[config.mk]
export PLATFORM = sky130hd
export DESIGN_NAME = pll_lock_detect_mode_control
export DESIGN_NICKNAME = d
export VERILOG_FILES = /design/src/rtl/pll_ld_pkg.sv /design/src/rtl/lock_window_timer.sv /design/src/rtl/pll_lock_detect_mode_control.sv
export SDC_FILE = /design/constraint.sdc
export NUM_CORES = 1
export LEC_CHECK = 0
export BUFFER_PORTS_ARGS = -buffer_cell sky130_fd_sc_hd__clkbuf_2
export CELL_PAD_IN_SITES_DETAIL_PLACEMENT = 0
export CELL_PAD_IN_SITES_GLOBAL_PLACEMENT = 1
export CORE_MARGIN = 3
export CORE_UTILIZATION = 45
export DETAILED_ROUTE_END_ITERATION = 6
export GPL_ROUTABILITY_DRIVEN = 0
export HOLD_SLACK_MARGIN = 0.15
export PLACE_DENSITY_LB_ADDON = 0.1
export SETUP_SLACK_MARGIN = 0.1
export SLEW_MARGIN = 5
export SYNTH_ARGS = -nofsm -noshare
export SYNTH_HDL_FRONTEND = slang
export SYNTH_HIERARCHICAL = 1
export SYNTH_SLANG_ARGS = --single-unit
[constraint.sdc]
create_clock -name aclk -period 24.3 [get_ports aclk]
set_input_delay 2.43 -clock aclk [delete_from_list [all_inputs] [get_ports aclk]]
set_output_delay 2.43 -clock aclk [all_outputs]
set_load 0.005 [all_outputs]
[src/rtl/pll_ld_pkg.sv]
// package: register map, field layout, timing constants and carriers of the lock/mode block
package pll_ld_pkg;

   // clock and window timing
   localparam int unsigned CLK_PERIOD_PS = 20000;
   localparam int unsigned ANALOG_WINDOW_NS = 10;
   localparam logic [11:0] ANALOG_WINDOW_TENTHS = 12'(ANALOG_WINDOW_NS * 10);

   // register indices; byte address is four times the index
   localparam logic [5:0] IDX_INT_DIV = 6'h03;
   localparam logic [5:0] IDX_FWD = 6'h05;
   localparam logic [5:0] IDX_MOD = 6'h06;
   localparam logic [5:0] IDX_LD = 6'h07;
   localparam logic [5:0] IDX_PRE = 6'h08;
   localparam logic [5:0] IDX_CP = 6'h09;
   localparam logic [5:0] IDX_CSP = 6'h0b;
   localparam logic [5:0] IDX_PIN = 6'h0f;
   localparam logic [5:0] IDX_STATUS = 6'h12;

   // field positions
   localparam int LD_THR_LSB = 0;
   localparam int LD_EN_BIT = 3;
   localparam int LD_DIGITAL_BIT = 6;
   localparam int LD_SIZE_LSB = 7;
   localparam int LD_SPEED_LSB = 10;
   localparam int MOD_EN_BIT = 11;
   localparam int MOD_BYPASS_BIT = 7;
   localparam int PRE_DIV2_BIT = 19;
   localparam int CSP_THR_LSB = 7;
   localparam int PIN_MUX_EN_BIT = 7;
   localparam int PIN_KEEP_BIT = 6;
   localparam logic [4:0] PIN_SEL_LOCK = 5'h01;
   localparam int FWD_ADDR_LSB = 3;
   localparam int FWD_DATA_LSB = 7;
   localparam logic [3:0] VCO_IDX_PWR = 4'h1;
   localparam logic [3:0] VCO_IDX_DIV = 4'h2;
   localparam int VCO_DIFF_EN_BIT = 8;
   localparam int ST_INT_BIT = 0;
   localparam int ST_LOCK_BIT = 1;
   localparam int ST_FRAC_BIT = 2;

   // divider limits and reset values
   localparam logic [18:0] INT_DIV_MIN_INT = 19'h0_0010;
   localparam logic [18:0] INT_DIV_MIN_FRAC = 19'h0_0014;
   localparam logic [18:0] RST_INT_DIV = 19'h0_0014;
   localparam logic [31:0] RST_REG = 32'h0000_0000;
   localparam logic [1:0] RESP_OKAY = 2'h0;
   localparam logic [1:0] RESP_SLVERR = 2'h2;

   // charge-pump settings carried to the analog side
   typedef struct packed {
      logic [1:0] offset_dir;
      logic [6:0] offset_mag;
      logic [6:0] gain_up;
      logic [6:0] gain_dn;
   } cp_cfg_type;

   // oscillator subsystem settings reached by forwarding
   typedef struct packed {
      logic diff_div_enable;
      logic [2:0] out_div_sel;
   } vco_cfg_type;

   // synthesis mode flags
   typedef struct packed {
      logic integer_mode;
      logic fractional_mode;
      logic sigma_delta_on;
      logic step_is_comparison;
   } mode_type;

   // window timer state
   typedef struct packed {
      logic running;
      logic [4:0] elapsed;
   } timer_state_type;
   localparam timer_state_type TIMER_RST = '{default: '0};

   // whole state of the top block
   typedef struct packed {
      logic awready, wready, arready;
      logic aw_held, w_held;
      logic [5:0] aw_idx;
      logic [31:0] wdata_h;
      logic [3:0] wstrb_h;
      logic bvalid, rvalid;
      logic [1:0] bresp, rresp;
      logic [31:0] rdata;
      logic [18:0] int_div;
      logic [31:0] reg_fwd, reg_mod, reg_ld, reg_pre, reg_cp, reg_csp, reg_pin;
      vco_cfg_type vco;
      mode_type mode;
      logic lock, pending, pending_ref, sdo, boost;
      logic [2:0] count;
   } top_state_type;
   localparam top_state_type TOP_RST = '{awready: 1'b1, wready: 1'b1, arready: 1'b1,
                                         int_div: RST_INT_DIV, default: '0};

   // word index from a byte address
   function automatic logic [5:0] reg_idx(input logic [7:0] addr);
      return addr[7:2];
   endfunction : reg_idx

   // nominal digital window in tenths of a nanosecond
   function automatic logic [11:0] window_tenths(input logic [1:0] speed, input logic [2:0] size);
      logic [11:0] t [0:31];
      t = '{12'd65, 12'd80, 12'd110, 12'd170, 12'd290, 12'd530, 12'd1000, 12'd1950,
            12'd70, 12'd89, 12'd128, 12'd210, 12'd360, 12'd680, 12'd1300, 12'd2550,
            12'd71, 12'd92, 12'd133, 12'd220, 12'd380, 12'd720, 12'd1380, 12'd2720,
            12'd76, 12'd102, 12'd154, 12'd260, 12'd470, 12'd880, 12'd1720, 12'd3380};
      return t[{speed, size}];
   endfunction : window_tenths

   // longest window rounds down to whole cycles, never below one
   function automatic logic [4:0] window_cycles(input logic [11:0] tenths);
      int unsigned c;
      c = (int'(tenths) * 100) / CLK_PERIOD_PS;
      if (c < 1) begin
         c = 1;
      end
      return 5'(c);
   endfunction : window_cycles
endpackage : pll_ld_pkg

[src/rtl/lock_window_timer.sv]
// lock_window_timer: counts cycles since the first edge of a pair opened a window
`timescale 1ns/1ps
module lock_window_timer
   import pll_ld_pkg::*;
(
   input wire logic aclk,
   input wire logic aresetn,
   input wire logic start,
   input wire logic stop,
   input wire logic [4:0] win_len,
   output logic running,
   output logic [4:0] elapsed
);
   timer_state_type s_r; // registered state
   timer_state_type s_nxt; // next state

   // stop wins; start loads one; otherwise count up, saturating
   always_comb begin
      s_nxt = s_r;
      if (stop) begin
         s_nxt.running = 1'b0;
         s_nxt.elapsed = 5'h00;
      end else if (start) begin
         s_nxt.running = 1'b1;
         s_nxt.elapsed = 5'h01;
      end else if (s_r.running && s_r.elapsed != 5'h1f) begin
         s_nxt.elapsed = s_r.elapsed + 5'h01;
      end
   end

   // state register
   always_ff @(posedge aclk) begin
      if (!aresetn) begin
         s_r <= TIMER_RST;
      end else begin
         s_r <= s_nxt;
      end
   end

   assign running = s_r.running;
   assign elapsed = s_r.elapsed;

   // the owner closes every window no later than its length; a cut length ends it at once
   a_window_bound: assert property (@(posedge aclk) disable iff (!aresetn)
      s_r.running && $stable(win_len) |-> s_r.elapsed <= win_len)
      else $error("window timer ran past its length");
endmodule : lock_window_timer

[src/rtl/pll_lock_detect_mode_control.sv]
// pll_lock_detect_mode_control: register file, lock detector, pin mux and mode control
`timescale 1ns/1ps
module pll_lock_detect_mode_control
   import pll_ld_pkg::*;
(
   input wire logic aclk,
   input wire logic aresetn,
   input wire logic [7:0] s_axi_awaddr,
   input wire logic s_axi_awvalid,
   output logic s_axi_awready,
   input wire logic [31:0] s_axi_wdata,
   input wire logic [3:0] s_axi_wstrb,
   input wire logic s_axi_wvalid,
   output logic s_axi_wready,
   output logic [1:0] s_axi_bresp,
   output logic s_axi_bvalid,
   input wire logic s_axi_bready,
   input wire logic [7:0] s_axi_araddr,
   input wire logic s_axi_arvalid,
   output logic s_axi_arready,
   output logic [31:0] s_axi_rdata,
   output logic [1:0] s_axi_rresp,
   output logic s_axi_rvalid,
   input wire logic s_axi_rready,
   input wire logic phase_comparator_ref_edge,
   input wire logic phase_comparator_fb_edge,
   input wire logic serial_read_active,
   input wire logic serial_read_data,
   output logic lock_indicator,
   output logic serial_data_out,
   output logic cycle_slip_guard_boost,
   output mode_type mode,
   output logic [18:0] int_divider,
   output logic prescaler_div2,
   output cp_cfg_type charge_pump,
   output vco_cfg_type oscillator_cfg
);
   top_state_type s_r; // registered state
   top_state_type s_nxt; // next state

   logic t_running; // window open
   logic [4:0] t_elapsed; // cycles since first edge
   logic [4:0] win_len; // window length in cycles
   logic ld_en; // detection enabled
   logic hit; // pair closed inside window
   logic miss; // window ran out
   logic open_win; // first edge of a pair
   logic other_edge; // the edge still awaited
   logic [2:0] cnt_inc; // saturated count plus one
   logic [4:0] csp_thr; // cycle-slip threshold in cycles
   logic wr_fire; // write address and data both in hand
   logic [5:0] wr_idx; // index being written
   logic [31:0] wr_data; // merged write word
   logic ar_take; // read address accepted
   logic [5:0] rd_idx; // index being read
   logic route_lock; // pin mux selects the lock flag

   // byte-lane merge of a write into an old word
   function automatic logic [31:0] merge(input logic [31:0] old, input logic [31:0] nw,
                                         input logic [3:0] strb);
      logic [31:0] r;
      r = old;
      for (int i = 0; i < 4; i++) begin
         if (strb[i]) begin
            r[i*8 +: 8] = nw[i*8 +: 8];
         end
      end
      return r;
   endfunction : merge

   // phase error that triggers the gain boost
   function automatic logic [4:0] csp_cycles(input logic [1:0] code);
      case (code)
         2'h0: return 5'h01;
         2'h1: return 5'h02;
         2'h2: return 5'h04;
         default: return 5'h08;
      endcase
   endfunction : csp_cycles

   // window length, enable, thresholds and pin routing from the config registers
   always_comb begin
      ld_en = s_r.reg_ld[LD_EN_BIT];
      if (s_r.reg_ld[LD_DIGITAL_BIT]) begin
         win_len = window_cycles(window_tenths(s_r.reg_ld[LD_SPEED_LSB +: 2],
                                               s_r.reg_ld[LD_SIZE_LSB +: 3]));
      end else begin
         win_len = window_cycles(ANALOG_WINDOW_TENTHS);
      end
      csp_thr = csp_cycles(s_r.reg_csp[CSP_THR_LSB +: 2]);
      route_lock = s_r.reg_pin[PIN_MUX_EN_BIT] &&
                   (s_r.reg_pin[4:0] == PIN_SEL_LOCK);
   end

   // window timer shared by lock detect and cycle-slip guard
   lock_window_timer u_timer (
      .aclk(aclk),
      .aresetn(aresetn),
      .start(open_win),
      .stop(!ld_en || hit || miss),
      .win_len(win_len),
      .running(t_running),
      .elapsed(t_elapsed)
   );

   // next state: bus slave, registers, lock detect, pin mux
   always_comb begin
      s_nxt = s_r;
      hit = 1'b0;
      miss = 1'b0;
      open_win = 1'b0;
      other_edge = s_r.pending_ref ? phase_comparator_fb_edge : phase_comparator_ref_edge;
      cnt_inc = (s_r.count == 3'h7) ? 3'h7 : s_r.count + 3'h1;

      // write channel: address and data taken in either order
      if (s_axi_awvalid && s_r.awready) begin
         s_nxt.aw_held = 1'b1;
         s_nxt.aw_idx = reg_idx(s_axi_awaddr);
      end
      if (s_axi_wvalid && s_r.wready) begin
         s_nxt.w_held = 1'b1;
         s_nxt.wdata_h = s_axi_wdata;
         s_nxt.wstrb_h = s_axi_wstrb;
      end
      wr_fire = s_nxt.aw_held && s_nxt.w_held;
      wr_idx = s_nxt.aw_idx;
      wr_data = 32'h0000_0000;
      if (s_r.bvalid && s_axi_bready) begin
         s_nxt.bvalid = 1'b0;
      end
      if (wr_fire) begin
         s_nxt.aw_held = 1'b0;
         s_nxt.w_held = 1'b0;
         s_nxt.bvalid = 1'b1;
         s_nxt.bresp = RESP_OKAY;
         // address decode of the write
         if (wr_idx == IDX_INT_DIV) begin
            wr_data = merge({13'h0000, s_r.int_div}, s_nxt.wdata_h, s_nxt.wstrb_h);
            // out-of-range divider values are ignored
            if (s_r.mode.integer_mode ? (wr_data[18:0] >= INT_DIV_MIN_INT)
                                      : (wr_data[18:0] >= INT_DIV_MIN_FRAC)) begin
               s_nxt.int_div = wr_data[18:0];
            end
         end else if (wr_idx == IDX_FWD) begin
            wr_data = merge(s_r.reg_fwd, s_nxt.wdata_h, s_nxt.wstrb_h);
            s_nxt.reg_fwd = wr_data;
            // forward the word into the oscillator subsystem
            if (wr_data[FWD_ADDR_LSB +: 4] == VCO_IDX_DIV) begin
               s_nxt.vco.out_div_sel = wr_data[FWD_DATA_LSB +: 3];
            end else if (wr_data[FWD_ADDR_LSB +: 4] == VCO_IDX_PWR) begin
               s_nxt.vco.diff_div_enable =
                  wr_data[FWD_DATA_LSB + VCO_DIFF_EN_BIT];
            end
         end else if (wr_idx == IDX_MOD) begin
            wr_data = merge(s_r.reg_mod, s_nxt.wdata_h, s_nxt.wstrb_h);
            s_nxt.reg_mod = wr_data;
         end else if (wr_idx == IDX_LD) begin
            wr_data = merge(s_r.reg_ld, s_nxt.wdata_h, s_nxt.wstrb_h);
            s_nxt.reg_ld = wr_data;
         end else if (wr_idx == IDX_PRE) begin
            wr_data = merge(s_r.reg_pre, s_nxt.wdata_h, s_nxt.wstrb_h);
            s_nxt.reg_pre = wr_data;
         end else if (wr_idx == IDX_CP) begin
            wr_data = merge(s_r.reg_cp, s_nxt.wdata_h, s_nxt.wstrb_h);
            s_nxt.reg_cp = wr_data;
         end else if (wr_idx == IDX_CSP) begin
            wr_data = merge(s_r.reg_csp, s_nxt.wdata_h, s_nxt.wstrb_h);
            s_nxt.reg_csp = wr_data;
         end else if (wr_idx == IDX_PIN) begin
            wr_data = merge(s_r.reg_pin, s_nxt.wdata_h, s_nxt.wstrb_h);
            s_nxt.reg_pin = wr_data;
         end else if (wr_idx == IDX_STATUS) begin
            // read-only status: write accepted, no effect
            s_nxt.bresp = RESP_OKAY;
         end else begin
            // unmapped address
            s_nxt.bresp = RESP_SLVERR;
         end
      end
      s_nxt.awready = !s_nxt.aw_held && !s_nxt.bvalid;
      s_nxt.wready = !s_nxt.w_held && !s_nxt.bvalid;

      // read channel
      ar_take = s_axi_arvalid && s_r.arready;
      rd_idx = reg_idx(s_axi_araddr);
      if (s_r.rvalid && s_axi_rready) begin
         s_nxt.rvalid = 1'b0;
      end
      if (ar_take) begin
         s_nxt.rvalid = 1'b1;
         s_nxt.rresp = RESP_OKAY;
         s_nxt.rdata = 32'h0000_0000;
         // address decode of the read
         if (rd_idx == IDX_INT_DIV) begin
            s_nxt.rdata = {13'h0000, s_r.int_div};
         end else if (rd_idx == IDX_FWD) begin
            s_nxt.rdata = s_r.reg_fwd;
         end else if (rd_idx == IDX_MOD) begin
            s_nxt.rdata = s_r.reg_mod;
         end else if (rd_idx == IDX_LD) begin
            s_nxt.rdata = s_r.reg_ld;
         end else if (rd_idx == IDX_PRE) begin
            s_nxt.rdata = s_r.reg_pre;
         end else if (rd_idx == IDX_CP) begin
            s_nxt.rdata = s_r.reg_cp;
         end else if (rd_idx == IDX_CSP) begin
            s_nxt.rdata = s_r.reg_csp;
         end else if (rd_idx == IDX_PIN) begin
            s_nxt.rdata = s_r.reg_pin;
         end else if (rd_idx == IDX_STATUS) begin
            s_nxt.rdata[ST_INT_BIT] = s_r.mode.integer_mode;
            s_nxt.rdata[ST_LOCK_BIT] = s_r.lock;
            s_nxt.rdata[ST_FRAC_BIT] = s_r.mode.fractional_mode;
         end else begin
            s_nxt.rresp = RESP_SLVERR;
         end
      end
      s_nxt.arready = !s_nxt.rvalid;

      // lock detector: pair of edges inside one window
      if (!ld_en) begin
         s_nxt.lock = 1'b0;
         s_nxt.count = 3'h0;
         s_nxt.pending = 1'b0;
      end else if (!s_r.pending) begin
         // either edge may come first; both at once is a hit
         if (phase_comparator_ref_edge && phase_comparator_fb_edge) begin
            hit = 1'b1;
         end else if (phase_comparator_ref_edge || phase_comparator_fb_edge) begin
            open_win = 1'b1;
            s_nxt.pending = 1'b1;
            s_nxt.pending_ref = phase_comparator_ref_edge;
         end
      end else begin
         // an edge on the last open cycle still counts
         if (other_edge && t_elapsed <= win_len) begin
            hit = 1'b1;
         end else if (t_elapsed >= win_len) begin
            miss = 1'b1;
         end
         if (hit || miss) begin
            s_nxt.pending = 1'b0;
         end
      end
      if (hit) begin
         s_nxt.count = cnt_inc;
         s_nxt.lock = s_r.lock || (cnt_inc >= s_r.reg_ld[LD_THR_LSB +: 3]);
      end
      if (miss) begin
         s_nxt.count = 3'h0;
         s_nxt.lock = 1'b0;
      end

      // gain boost while the phase error stays past the threshold
      s_nxt.boost = s_r.pending && t_running && (t_elapsed > csp_thr) && !hit && !miss;

      // output pin: lock flag, or read data while a read borrows it
      if (s_r.reg_pin[PIN_KEEP_BIT]) begin
         s_nxt.sdo = s_r.lock;
      end else if (serial_read_active) begin
         s_nxt.sdo = serial_read_data;
      end else if (route_lock) begin
         s_nxt.sdo = s_r.lock;
      end else begin
         s_nxt.sdo = 1'b0;
      end

      // modulator mode from the control register as it will stand
      s_nxt.mode.integer_mode = !s_nxt.reg_mod[MOD_EN_BIT] && s_nxt.reg_mod[MOD_BYPASS_BIT];
      s_nxt.mode.fractional_mode = s_nxt.reg_mod[MOD_EN_BIT] &&
                                   !s_nxt.reg_mod[MOD_BYPASS_BIT];
      s_nxt.mode.sigma_delta_on = !s_nxt.mode.integer_mode && s_nxt.reg_mod[MOD_EN_BIT];
      s_nxt.mode.step_is_comparison = s_nxt.mode.integer_mode;
   end

   // state register
   always_ff @(posedge aclk) begin
      if (!aresetn) begin
         s_r <= TOP_RST;
      end else begin
         s_r <= s_nxt;
      end
   end

   // outputs straight from the state register
   assign s_axi_awready = s_r.awready;
   assign s_axi_wready = s_r.wready;
   assign s_axi_bvalid = s_r.bvalid;
   assign s_axi_bresp = s_r.bresp;
   assign s_axi_arready = s_r.arready;
   assign s_axi_rvalid = s_r.rvalid;
   assign s_axi_rdata = s_r.rdata;
   assign s_axi_rresp = s_r.rresp;
   assign lock_indicator = s_r.lock;
   assign serial_data_out = s_r.sdo;
   assign cycle_slip_guard_boost = s_r.boost;
   assign mode = s_r.mode;
   assign int_divider = s_r.int_div;
   assign prescaler_div2 = s_r.reg_pre[PRE_DIV2_BIT];
   assign charge_pump.gain_dn = s_r.reg_cp[6:0];
   assign charge_pump.gain_up = s_r.reg_cp[13:7];
   assign charge_pump.offset_mag = s_r.reg_cp[20:14];
   assign charge_pump.offset_dir = s_r.reg_cp[22:21];
   assign oscillator_cfg = s_r.vco;

   a_ld_disabled: assert property (@(posedge aclk) disable iff (!aresetn)
      !ld_en |=> !lock_indicator && s_r.count == 3'h0)
      else $error("lock state not cleared while detection disabled");
   a_miss_unlock: assert property (@(posedge aclk) disable iff (!aresetn)
      miss |=> !lock_indicator ##1 (!serial_data_out || !route_lock || $past(serial_read_active)))
      else $error("missed window did not drop lock");
   a_keep_lock_pin: assert property (@(posedge aclk) disable iff (!aresetn)
      s_r.reg_pin[PIN_KEEP_BIT] && !wr_fire |=> serial_data_out == $past(lock_indicator))
      else $error("pin does not follow lock in keep mode");
   a_read_on_pin: assert property (@(posedge aclk) disable iff (!aresetn)
      !s_r.reg_pin[PIN_KEEP_BIT] && serial_read_active && !wr_fire
      |=> serial_data_out == $past(serial_read_data))
      else $error("read data not on pin during read");
   a_integer_mode: assert property (@(posedge aclk) disable iff (!aresetn)
      mode.integer_mode |-> !s_r.reg_mod[MOD_EN_BIT] && !mode.sigma_delta_on && !mode.fractional_mode)
      else $error("integer mode with modulator running");
   a_fractional_mode: assert property (@(posedge aclk) disable iff (!aresetn)
      s_r.reg_mod[MOD_EN_BIT] && !s_r.reg_mod[MOD_BYPASS_BIT] |-> mode.fractional_mode)
      else $error("fractional mode not in effect");
   a_forward_div: assert property (@(posedge aclk) disable iff (!aresetn)
      wr_fire && wr_idx == IDX_FWD && wr_data[FWD_ADDR_LSB +: 4] == VCO_IDX_DIV
      |=> oscillator_cfg.out_div_sel == $past(wr_data[FWD_DATA_LSB +: 3]))
      else $error("forwarded divider select not applied");
   a_csp_boost: assert property (@(posedge aclk) disable iff (!aresetn)
      s_r.pending && t_elapsed > 5'h08 && !hit && !miss |=> cycle_slip_guard_boost)
      else $error("gain boost missing past threshold");
   a_boost_idle: assert property (@(posedge aclk) disable iff (!aresetn)
      !s_r.pending |=> !cycle_slip_guard_boost)
      else $error("gain boost without an open window");
   a_pin_routed: assert property (@(posedge aclk) disable iff (!aresetn)
      route_lock && !s_r.reg_pin[PIN_KEEP_BIT] && !serial_read_active
      |=> serial_data_out == $past(lock_indicator))
      else $error("routed pin does not follow lock");
   a_status_lock: assert property (@(posedge aclk) disable iff (!aresetn)
      ar_take && rd_idx == IDX_STATUS |=> s_axi_rdata[ST_LOCK_BIT] == $past(s_r.lock))
      else $error("status lock bit wrong");
   a_div_floor: assert property (@(posedge aclk) disable iff (!aresetn)
      int_divider >= INT_DIV_MIN_INT)
      else $error("integer divider below floor");
endmodule : pll_lock_detect_mode_control

==> results of run 1 <==
[state kept, by name, indices dropped and copies added (netlist names), 3 cells and up]
name             cells
charge_pump         23
oscillator_cfg       4
int_divider         19
s_r                248
mode                 3
s_axi_rdata         32
u_timer/elapsed      5
[critical path: cells and delay by family (launching register included)]
kind                       cells  cell delay (ns)
muxes                          2             0.51
xor gates and xnor gates       1             0.42
adders and majority gates      6             2.12
buffers and inverters          4             0.88
AOI/OAI and AO/OA             20             7.00
DFF                            1             0.69
and+or+nand+nor                9             1.83
[final cells by class]
cell class | instances | share of cell area [%]
Inverter | 49 | 0.907
Clock buffer | 56 | 5.35
Tap cell | 539 | 3.19
Clock inverter | 15 | 1.01
Sequential cell | 347 | 32.9
Timing Repair Buffer | 183 | 4.72
Multi-Input combinational cell | 1668 | 51.9
Antenna cell | 1 | 0.0119
[report_power, final]
part / leakage (nW) / switching, W / total (W) / internal (W)
registers: 2.81 / 0.00000575 / 0.000586 / 0.000581
clock network: 0.663 / 0.000236 / 0.000614 / 0.000377
logic: 4.50 / 0.0000819 / 0.000118 / 0.0000362
[worst paths after layout]
path / to / cells after the start / slack, ns
setup reg to reg: u_timer/elapsed[2]$_SDFFE_PP0P_ / 42 / 10.71
setup / recovery: u_timer/elapsed[2]$_SDFFE_PP0P_ / 42 / 10.71
hold / removal: s_axi_rdata[1]$_SDFFE_PN0P_ / 2 / 0.46
hold reg to reg: s_axi_rdata[1]$_SDFFE_PN0P_ / 2 / 0.46
[cells in the final DEF, fill, tap and decap left out, drive strengths merged, types with 16 or more instances in the layout]
master    n
a31oi    17
a221o    17
dfxtp   347
a21oi   124
a211oi  243
o21ai    83
o221ai   20
nand2b   31
nor2    405
and2     17
buf      32
nand2   125
inv      52
o22ai    23
nand3    25
ha       65
nor3     29
xnor2    28
mux2i    86
or3      32
xor2     17
o211ai   16
a311oi   16
mux2     32
clkbuf  207
[metrics by stage]
step	area, um^2	cells	util [%]	hold WS (ns)
2_1_floorplan	19300	2296	-	0.432
3_3_place_gp	19800	2786	46.9	0.441
3_5_place_dp	19800	2786	46.9	0.459
4_1_cts	21100	2857	50.1	0.469
5_1_grt	21100	2857	50.1	0.491
6_report	21100	2858	50.1	0.456
[routing by layer]
layer  vias up  wire, um  share of wire [%]
met5         -        37              0.063
met4         6      1600                2.7
met3       101      2950                5.0
met2       433     27800                 47
met1      7986     26500                 45
li1       8307         -                  -
==> results.yml, run 1 <==
clocking:
  ctsRootBufferMaster: "clkbuf_16"
  clockBufferDepth: 3
  hold_buffers: 0
  cts.sinks: 347
  clkLatencyLatePin_ns: 0.54
  clkTransAtPathRegs_ns: 0.06
  cts_max_level: 2
  numCtsBuffers: 39
  cts_tree: "yes"
  postCtsResizedCells: 0
  post_cts_buffers: 0
finish:
  nFillCells: 4099
  nets: 2423
  layout-drive-gt1-share_pct: 14.7
  regArea_mm2: 0.00695
  area_growth_pct: 9.50
  multi_input_area_mm2: 0.0110
outcome:
  status: "completed"
power:
  leakagePower_nw: 7.97
  powerDensity_mw_per_mm2: 62.4
  p_total_w: 0.00132
  ir_worst_vdd_mv: 0.0488
synth:
  synthCells: 2295
  yosys_warnings: 6
  syn-cell-area_mm2: 0.0193
  syn_area_per_cell_um2: 8.40
critical_path:
  cp_max_fo: 16
  path_class: "reg -> reg"
  worst_path_most_repeated_cell: "ha_1"
  cp_slowest_cell: "a211oi_2"
  timing.rr.start: "s_r[152]$_SDFFE_PN0P_"
  start_kind: "flip-flop"
  crit_start: "s_r[152]$_SDFFE_PN0P_"
  endpoint_kind: "flip-flop"
  max_stage_delay_ns: 0.86
  cp_data_arrival_time_ns: 14.02
  critical_path_required_ns: 24.72
drt:
  avgRoutedWirePerCell_um: 20.6
  vias_per_cell: 5.89
  drt_wl_total_um: 58900
  vias: 16800
  first_pass_iters: 5
  drc_errors: 0
  drt-initial-drc-count: 1325
  antenna_left: 0
timing:
  max_freq_mhz: 73.6
  tns_ns: 0
  timing.final.ws_setup_ns: 10.71
  setup_violations: 0
  max_slew_margin_pct: 16.2
  hold_viol: 0
  worstMarginPinSlew_ns: 1.25
  fin_crit_sh_pct: 55.9
  final.setup_skew_ns: 0.0164
  period_needed_ns: 13.59
  final_max_slew_viol_count: 0
  rsz0062_at_grt: "false"
global_route:
  grt-busiest-layer: "met2"
  grt_pass1_wl_um: 91400
  grt_antenna_before_repair: 5
  use_met2_pct: 42.7
  grt_overflow_total: 0
  grtUsageMet1_pct: 34.1
  track_usage_pct: 25.4
  grtUsageMet3_pct: 3.19
  grt_max_degree: 127
  grt_pass1_vias: 15800
placement:
  place_hpwl_um: 41200
  io_buffer_count: 151
  dp_slack_ns: 10.97
floorplan:
  dieWidth_um: 213
  core_area_mm2: 0.0421
  num_rows: 75
  dieArea_mm2: 0.0454
  ios: 158
  die_h_um: 213
  initial_core_util_pct: 45.8
min_path:
  hp-class: "reg -> reg"
  worstHoldStart: "s_axi_rdata[1]$_SDFFE_PN0P_"
job:
  cap_violations: 0
Note: power is estimated with default switching activity, not from simulation.
==> run 2, diff against run 1 <==
==> constraint.sdc (replaced) <==
create_clock -name aclk -period 13.7 [get_ports aclk]
set_input_delay 1.37 -clock aclk [delete_from_list [all_inputs] [get_ports aclk]]
set_output_delay 1.37 -clock aclk [all_outputs]
set_load 0.005 [all_outputs]
==> results.yml, run 2 (synthesis gave the netlist of run 1 again) <==
power:
  ir_worst_vdd_mv: 0.0822
  leakagePower_nw: 7.94
  p_total_w: 0.00230
  p_switching_w: 0.000565
  clockPowerShare_pct: 45.6
  intPower_w: 0.00173
  powerDensity_mw_per_mm2: 109
  combPwrFrac_pct: 9.1
  sequentialPowerShare_pct: 45.2
  p_sw_share_pct: 24.6
drt:
  drc_errors: 0
  vias: 17000
  vias_per_cell: 5.96
  drt-initial-drc-count: 1112
  drt_wl_total_um: 59200
  antenna_left: 0
  first_pass_iters: 5
  avgRoutedWirePerCell_um: 20.7
clocking:
  clkLatencyLatePin_ns: 0.55
  ctsRootBufferMaster: "clkbuf_16"
  clkTransAtPathRegs_ns: 0.06
  post_cts_buffers: 0
  cts.sinks: 347
  cts_max_level: 2
  numCtsBuffers: 39
  clockBufferDepth: 3
  postCtsResizedCells: 0
  hold_buffers: 0
  cts_tree: "yes"
finish:
  largest_reg_flops: 248
  num_antenna_cells: 0
  area_growth_pct: 9.23
  layout-drive-gt1-share_pct: 14.4
  largest-register: "s_r"
  layout_commonest_cell: "nor2_1"
  nets: 2426
  layout_common_cells: "nor2_1 (401), dfxtp_1 (347), a211oi_1 (241)"
  nFillCells: 4094
  final_core_util_pct: 50.0
global_route:
  grt_overflow_total: 0
  track_usage_pct: 25.6
  grt_pass1_wl_um: 91700
  grt_max_degree: 116
  grt_pass1_vias: 16100
  grt_antenna_before_repair: 4
floorplan:
  dieArea_mm2: 0.0454
  die_h_um: 213
  core_area_mm2: 0.0421
  dieWidth_um: 213
  ios: 158
  num_rows: 75
  initial_core_util_pct: 45.8
critical_path:
  critical_path_required_ns: 14.13
  r2r-end: "u_timer/elapsed[2]$_SDFFE_PP0P_"
  max_stage_delay_ns: 0.67
  timing.rr.start: "s_r[152]$_SDFFE_PN0P_"
  endpoint_kind: "flip-flop"
  cp_max_fo: 16
  worst_path_most_repeated_cell: "ha_1"
  cp_data_arrival_time_ns: 12.82
  cp_slowest_cell: "dfxtp_1"
  reg2reg_depth: 43
  reg2reg_slack_ns: 1.32
  path_class: "reg -> reg"
  start_kind: "flip-flop"
timing:
  worstMarginPinSlew_ns: 1.23
  max_slew_margin_pct: 17.5
  tns_ns: 0
  rsz0062_at_grt: "false"
  period_needed_ns: 12.38
  fin_crit_sh_pct: 90.4
  final.setup_skew_ns: 0.0157
  setup_violations: 0
  timing.final.ws_setup_ns: 1.32
  max_freq_mhz: 80.8
  final_max_slew_viol_count: 0
  hold_viol: 0
placement:
  place_hpwl_um: 41800
  io_buffer_count: 151
  dp_slack_ns: 1.45
min_path:
  hold_depth: 2
  worstHoldStart: "oscillator_cfg[0]$_SDFFE_PN0P_"
  min_to: "oscillator_cfg[0]$_SDFFE_PN0P_"
  hp-class: "reg -> reg"
job:
  cap_violations: 0
outcome:
  status: "completed"
==> run 2: cell types whose count changed in the layout (fill, tap and decap cells not counted), sizes merged, moves of 2 or more <==
| cell | change |
|---|---|
| clkbuf | +5 |
| clkinv | -4 |
| buf | +3 |
| inv | -3 |
| bufinv | -2 |
==> run 2: how the worst max path moves through the flow <==
stage,depth (start not counted),from,slack (ns),endpoint
finish,43,s_r[152]$_SDFFE_PN0P_,1.32,u_timer/elapsed[2]$_SDFFE_PP0P_
global route,43,s_r[152]$_SDFFE_PN0P_,0.52,u_timer/elapsed[3]$_SDFFE_PP0P_
CTS,43,s_r[152]$_SDFFE_PN0P_,1.41,u_timer/elapsed[1]$_SDFFE_PP0P_
detailed placement,44,s_r[152]$_SDFFE_PN0P_,1.45,u_timer/elapsed[1]$_SDFFE_PP0P_
global placement,43,s_r[152]$_SDFFE_PN0P_,1.68,u_timer/elapsed[2]$_SDFFE_PP0P_
floorplan,47,s_r[152]$_SDFFE_PN0P_,3.18,u_timer/elapsed[2]$_SDFFE_PP0P_
==> run 2: area by class of cell <==
class	instances	area [um^2]	area share, %
well taps	539	674	3.20
repair buffers	186	1020	4.84
clock buffers	61	1170	5.56
flip-flops and latches	347	6950	33.0
inverters	49	191	0.909
multi-input cells	1668	11000	52.0
clock inverters	5	100	0.475
==> run 2: power groups by stage <==
stage               clock (W)  combinational [W]  sequential, W
floorplan                   0           0.000138        0.00106
global placement            0           0.000206        0.00106
detailed placement          0           0.000208        0.00106
CTS                   0.00107           0.000209        0.00104
global route          0.00111           0.000228        0.00104
finish                0.00105           0.000209        0.00104
==> run 2: metrics by stage <==
step | area [um^2] | std cells | hold WS (ns)
after floorplan | 19300 | 2296 | 0.432
after global placement | 19800 | 2789 | 0.444
after detailed placement | 19800 | 2789 | 0.452
after CTS | 21100 | 2855 | 0.461
after global routing | 21100 | 2855 | 0.488
final | 21100 | 2855 | 0.455
==> run 2: worst max-delay path: cells and delay by family, from the launching register on <==
family,cells,cell delay (ns)
adders and majority gates,6,2.05
buffers and inverters,5,0.83
DFF,1,0.67
AOI/OAI and AO/OA,17,4.90
xor gates and xnor gates,1,0.50
muxes,2,0.51
and+or+nand+nor,12,2.78
==> run 2: per-layer routing <==
metal	up-vias	track usage [%]	part of all wire (%)
li1	8321	-	-
met1	8126	34.3	44
met2	477	42.5	47
met3	99	4.44	5.8
met4	6	7.75	2.7
met5	-	0	0.061
==> run 3, diff against run 2 <==
--- a/config.mk
+++ b/config.mk
@@ -5,11 +5,12 @@
 export SDC_FILE = /design/constraint.sdc
 export NUM_CORES = 1
 export LEC_CHECK = 0
+export ABC_AREA = 1
 export BUFFER_PORTS_ARGS = -buffer_cell sky130_fd_sc_hd__clkbuf_2
 export CELL_PAD_IN_SITES_DETAIL_PLACEMENT = 0
 export CELL_PAD_IN_SITES_GLOBAL_PLACEMENT = 1
 export CORE_MARGIN = 3
-export CORE_UTILIZATION = 45
+export CORE_UTILIZATION = 44
 export DETAILED_ROUTE_END_ITERATION = 6
 export GPL_ROUTABILITY_DRIVEN = 0
 export HOLD_SLACK_MARGIN = 0.15
==> constraint.sdc (replaced) <==
create_clock -name aclk -period 12.78 [get_ports aclk]
set_input_delay 1.278 -clock aclk [delete_from_list [all_inputs] [get_ports aclk]]
set_output_delay 1.278 -clock aclk [all_outputs]
set_load 0.005 [all_outputs]
==> results.yml, run 3 <==
outcome:
  status: "completed"
drt:
  drc_errors: 0
  first_pass_iters: 6
  vias_per_cell: 5.42
  drt-initial-drc-count: 1701
  drt_wl_total_um: 64500
  vias: 19500
  avgRoutedWirePerCell_um: 17.9
  antenna_left: 0
synth:
  yosys_warnings: 6
  syn-cell-area_mm2: 0.0201
  synthCells: 2960
  syn_area_per_cell_um2: 6.79
finish:
  nets: 3112
  largest-register: "s_r"
  layout-drive-gt1-share_pct: 13.1
  num_antenna_cells: 0
  regArea_mm2: 0.00695
  layout.cells.non_filler: 3597
  area_growth_pct: 9.58
  layout_common_cells: "nand2_1 (585), inv_1 (396), dfxtp_1 (347)"
  largest_reg_flops: 248
  final_core_util_pct: 49.3
  multi_input_area_mm2: 0.0105
  nFillCells: 4634
  layout_commonest_cell: "nand2_1"
critical_path:
  cp_slowest_cell: "dfxtp_1"
  path_class: "reg -> reg"
  endpoint_kind: "flip-flop"
  cp_max_fo: 18
  cp.buffers_inverters: 10
  max_stage_delay_ns: 0.71
  critical_path_required_ns: 13.24
  start_kind: "flip-flop"
  critPathTopFamily: "simple AND/OR/NAND/NOR gates"
  cp_data_arrival_time_ns: 10.99
  worst_path_most_repeated_cell: "nand2_1"
timing:
  whs_ns: 0.446
  setup_violations: 0
  worstMarginPinSlew_ns: 1.22
  max_slew_margin_pct: 18.1
  final_max_slew_viol_count: 0
  final.setup_skew_ns: 0.0168
  hold_viol: 0
  rsz0062_at_grt: "false"
  max_freq_mhz: 94.9
  fin_crit_sh_pct: 82.4
  tns_ns: 0
  period_needed_ns: 10.53
floorplan:
  num_rows: 77
  core_area_mm2: 0.0447
  die_h_um: 220
  initial_core_util_pct: 45.0
  dieArea_mm2: 0.0483
  ios: 158
  dieWidth_um: 220
clocking:
  post_cts_buffers: 0
  clockBufferDepth: 3
  cts_tree: "yes"
  numCtsBuffers: 38
  hold_buffers: 0
  ctsRootBufferMaster: "clkbuf_16"
  clkTransAtPathRegs_ns: 0.06
  cts.sinks: 347
  postCtsResizedCells: 0
  cts_max_level: 2
  clkLatencyLatePin_ns: 0.54
global_route:
  grt_max_degree: 116
  track_usage_pct: 26.4
  grt_pass1_vias: 18300
  grt_antenna_before_repair: 1
  grt_overflow_total: 0
  grt_pass1_wl_um: 102000
placement:
  place_hpwl_um: 45700
  io_buffer_count: 151
  dp_cells: 3529
power:
  powerDensity_mw_per_mm2: 116
  p_total_w: 0.00255
  leakagePower_nw: 9.56
  ir_worst_vdd_mv: 0.110
job:
  cap_violations: 0
min_path:
  hp-class: "reg -> reg"
-- run 3: final cells by class --
cell class              instances  share of cell area (%)
flip-flops and latches        347                    31.5
inverters                     419                    7.15
repair buffers                178                    4.36
clock buffers                  57                    5.43
multi-input cells            1993                    47.7
well taps                     592                    3.36
clock inverters                11                   0.494
-- run 3: per-layer routing --
layer	vias to the layer above	global-route usage, %	routed length [um]
met3	80	3.24	3500
met5	-	0	13
met4	2	5.64	1050
li1	9687	-	-
met1	9166	35.4	29200
met2	552	45.5	30700
-- run 3: final timing paths --
kind                         startpoint                         endpoint  slack (ns)  depth (start not counted)
hold reg to reg   s_r[219]$_SDFFE_PN0P_            s_r[219]$_SDFFE_PN0P_        0.45                          2
hold / removal    s_r[219]$_SDFFE_PN0P_            s_r[219]$_SDFFE_PN0P_        0.45                          2
setup reg to reg  s_r[153]$_SDFFE_PN0P_  u_timer/elapsed[4]$_SDFFE_PP0P_        2.25                         65
setup / recovery  s_r[153]$_SDFFE_PN0P_  u_timer/elapsed[4]$_SDFFE_PP0P_        2.25                         65
-- run 3: power by group --
group	switching, W	internal (W)
combinational	0.000214	0.0000791
sequential	0.00000875	0.00111
clock	0.000453	0.000687
-- run 3: metrics by stage --
| step | setup WS, ns | cell area, um^2 |
|---|---|---|
| finish | 2.25 | 22000 |
| detailed placement | 2.31 | 20700 |
| CTS | 2.27 | 22000 |
| floorplan | 4.57 | 20100 |
| global placement | 2.51 | 20700 |
| global route | 1.04 | 22000 |
-- run 3: worst reg2reg max path: cells and delay by family, from the launching register on --
kind                     cells  cell delay [ns]
flip-flops                   1             0.71
AND/OR/NAND/NOR             42             5.19
buffers and inverters       10             1.04
adder cells (fa/ha/maj)      5             1.76
AO/OA/AOI/OAI                8             1.77
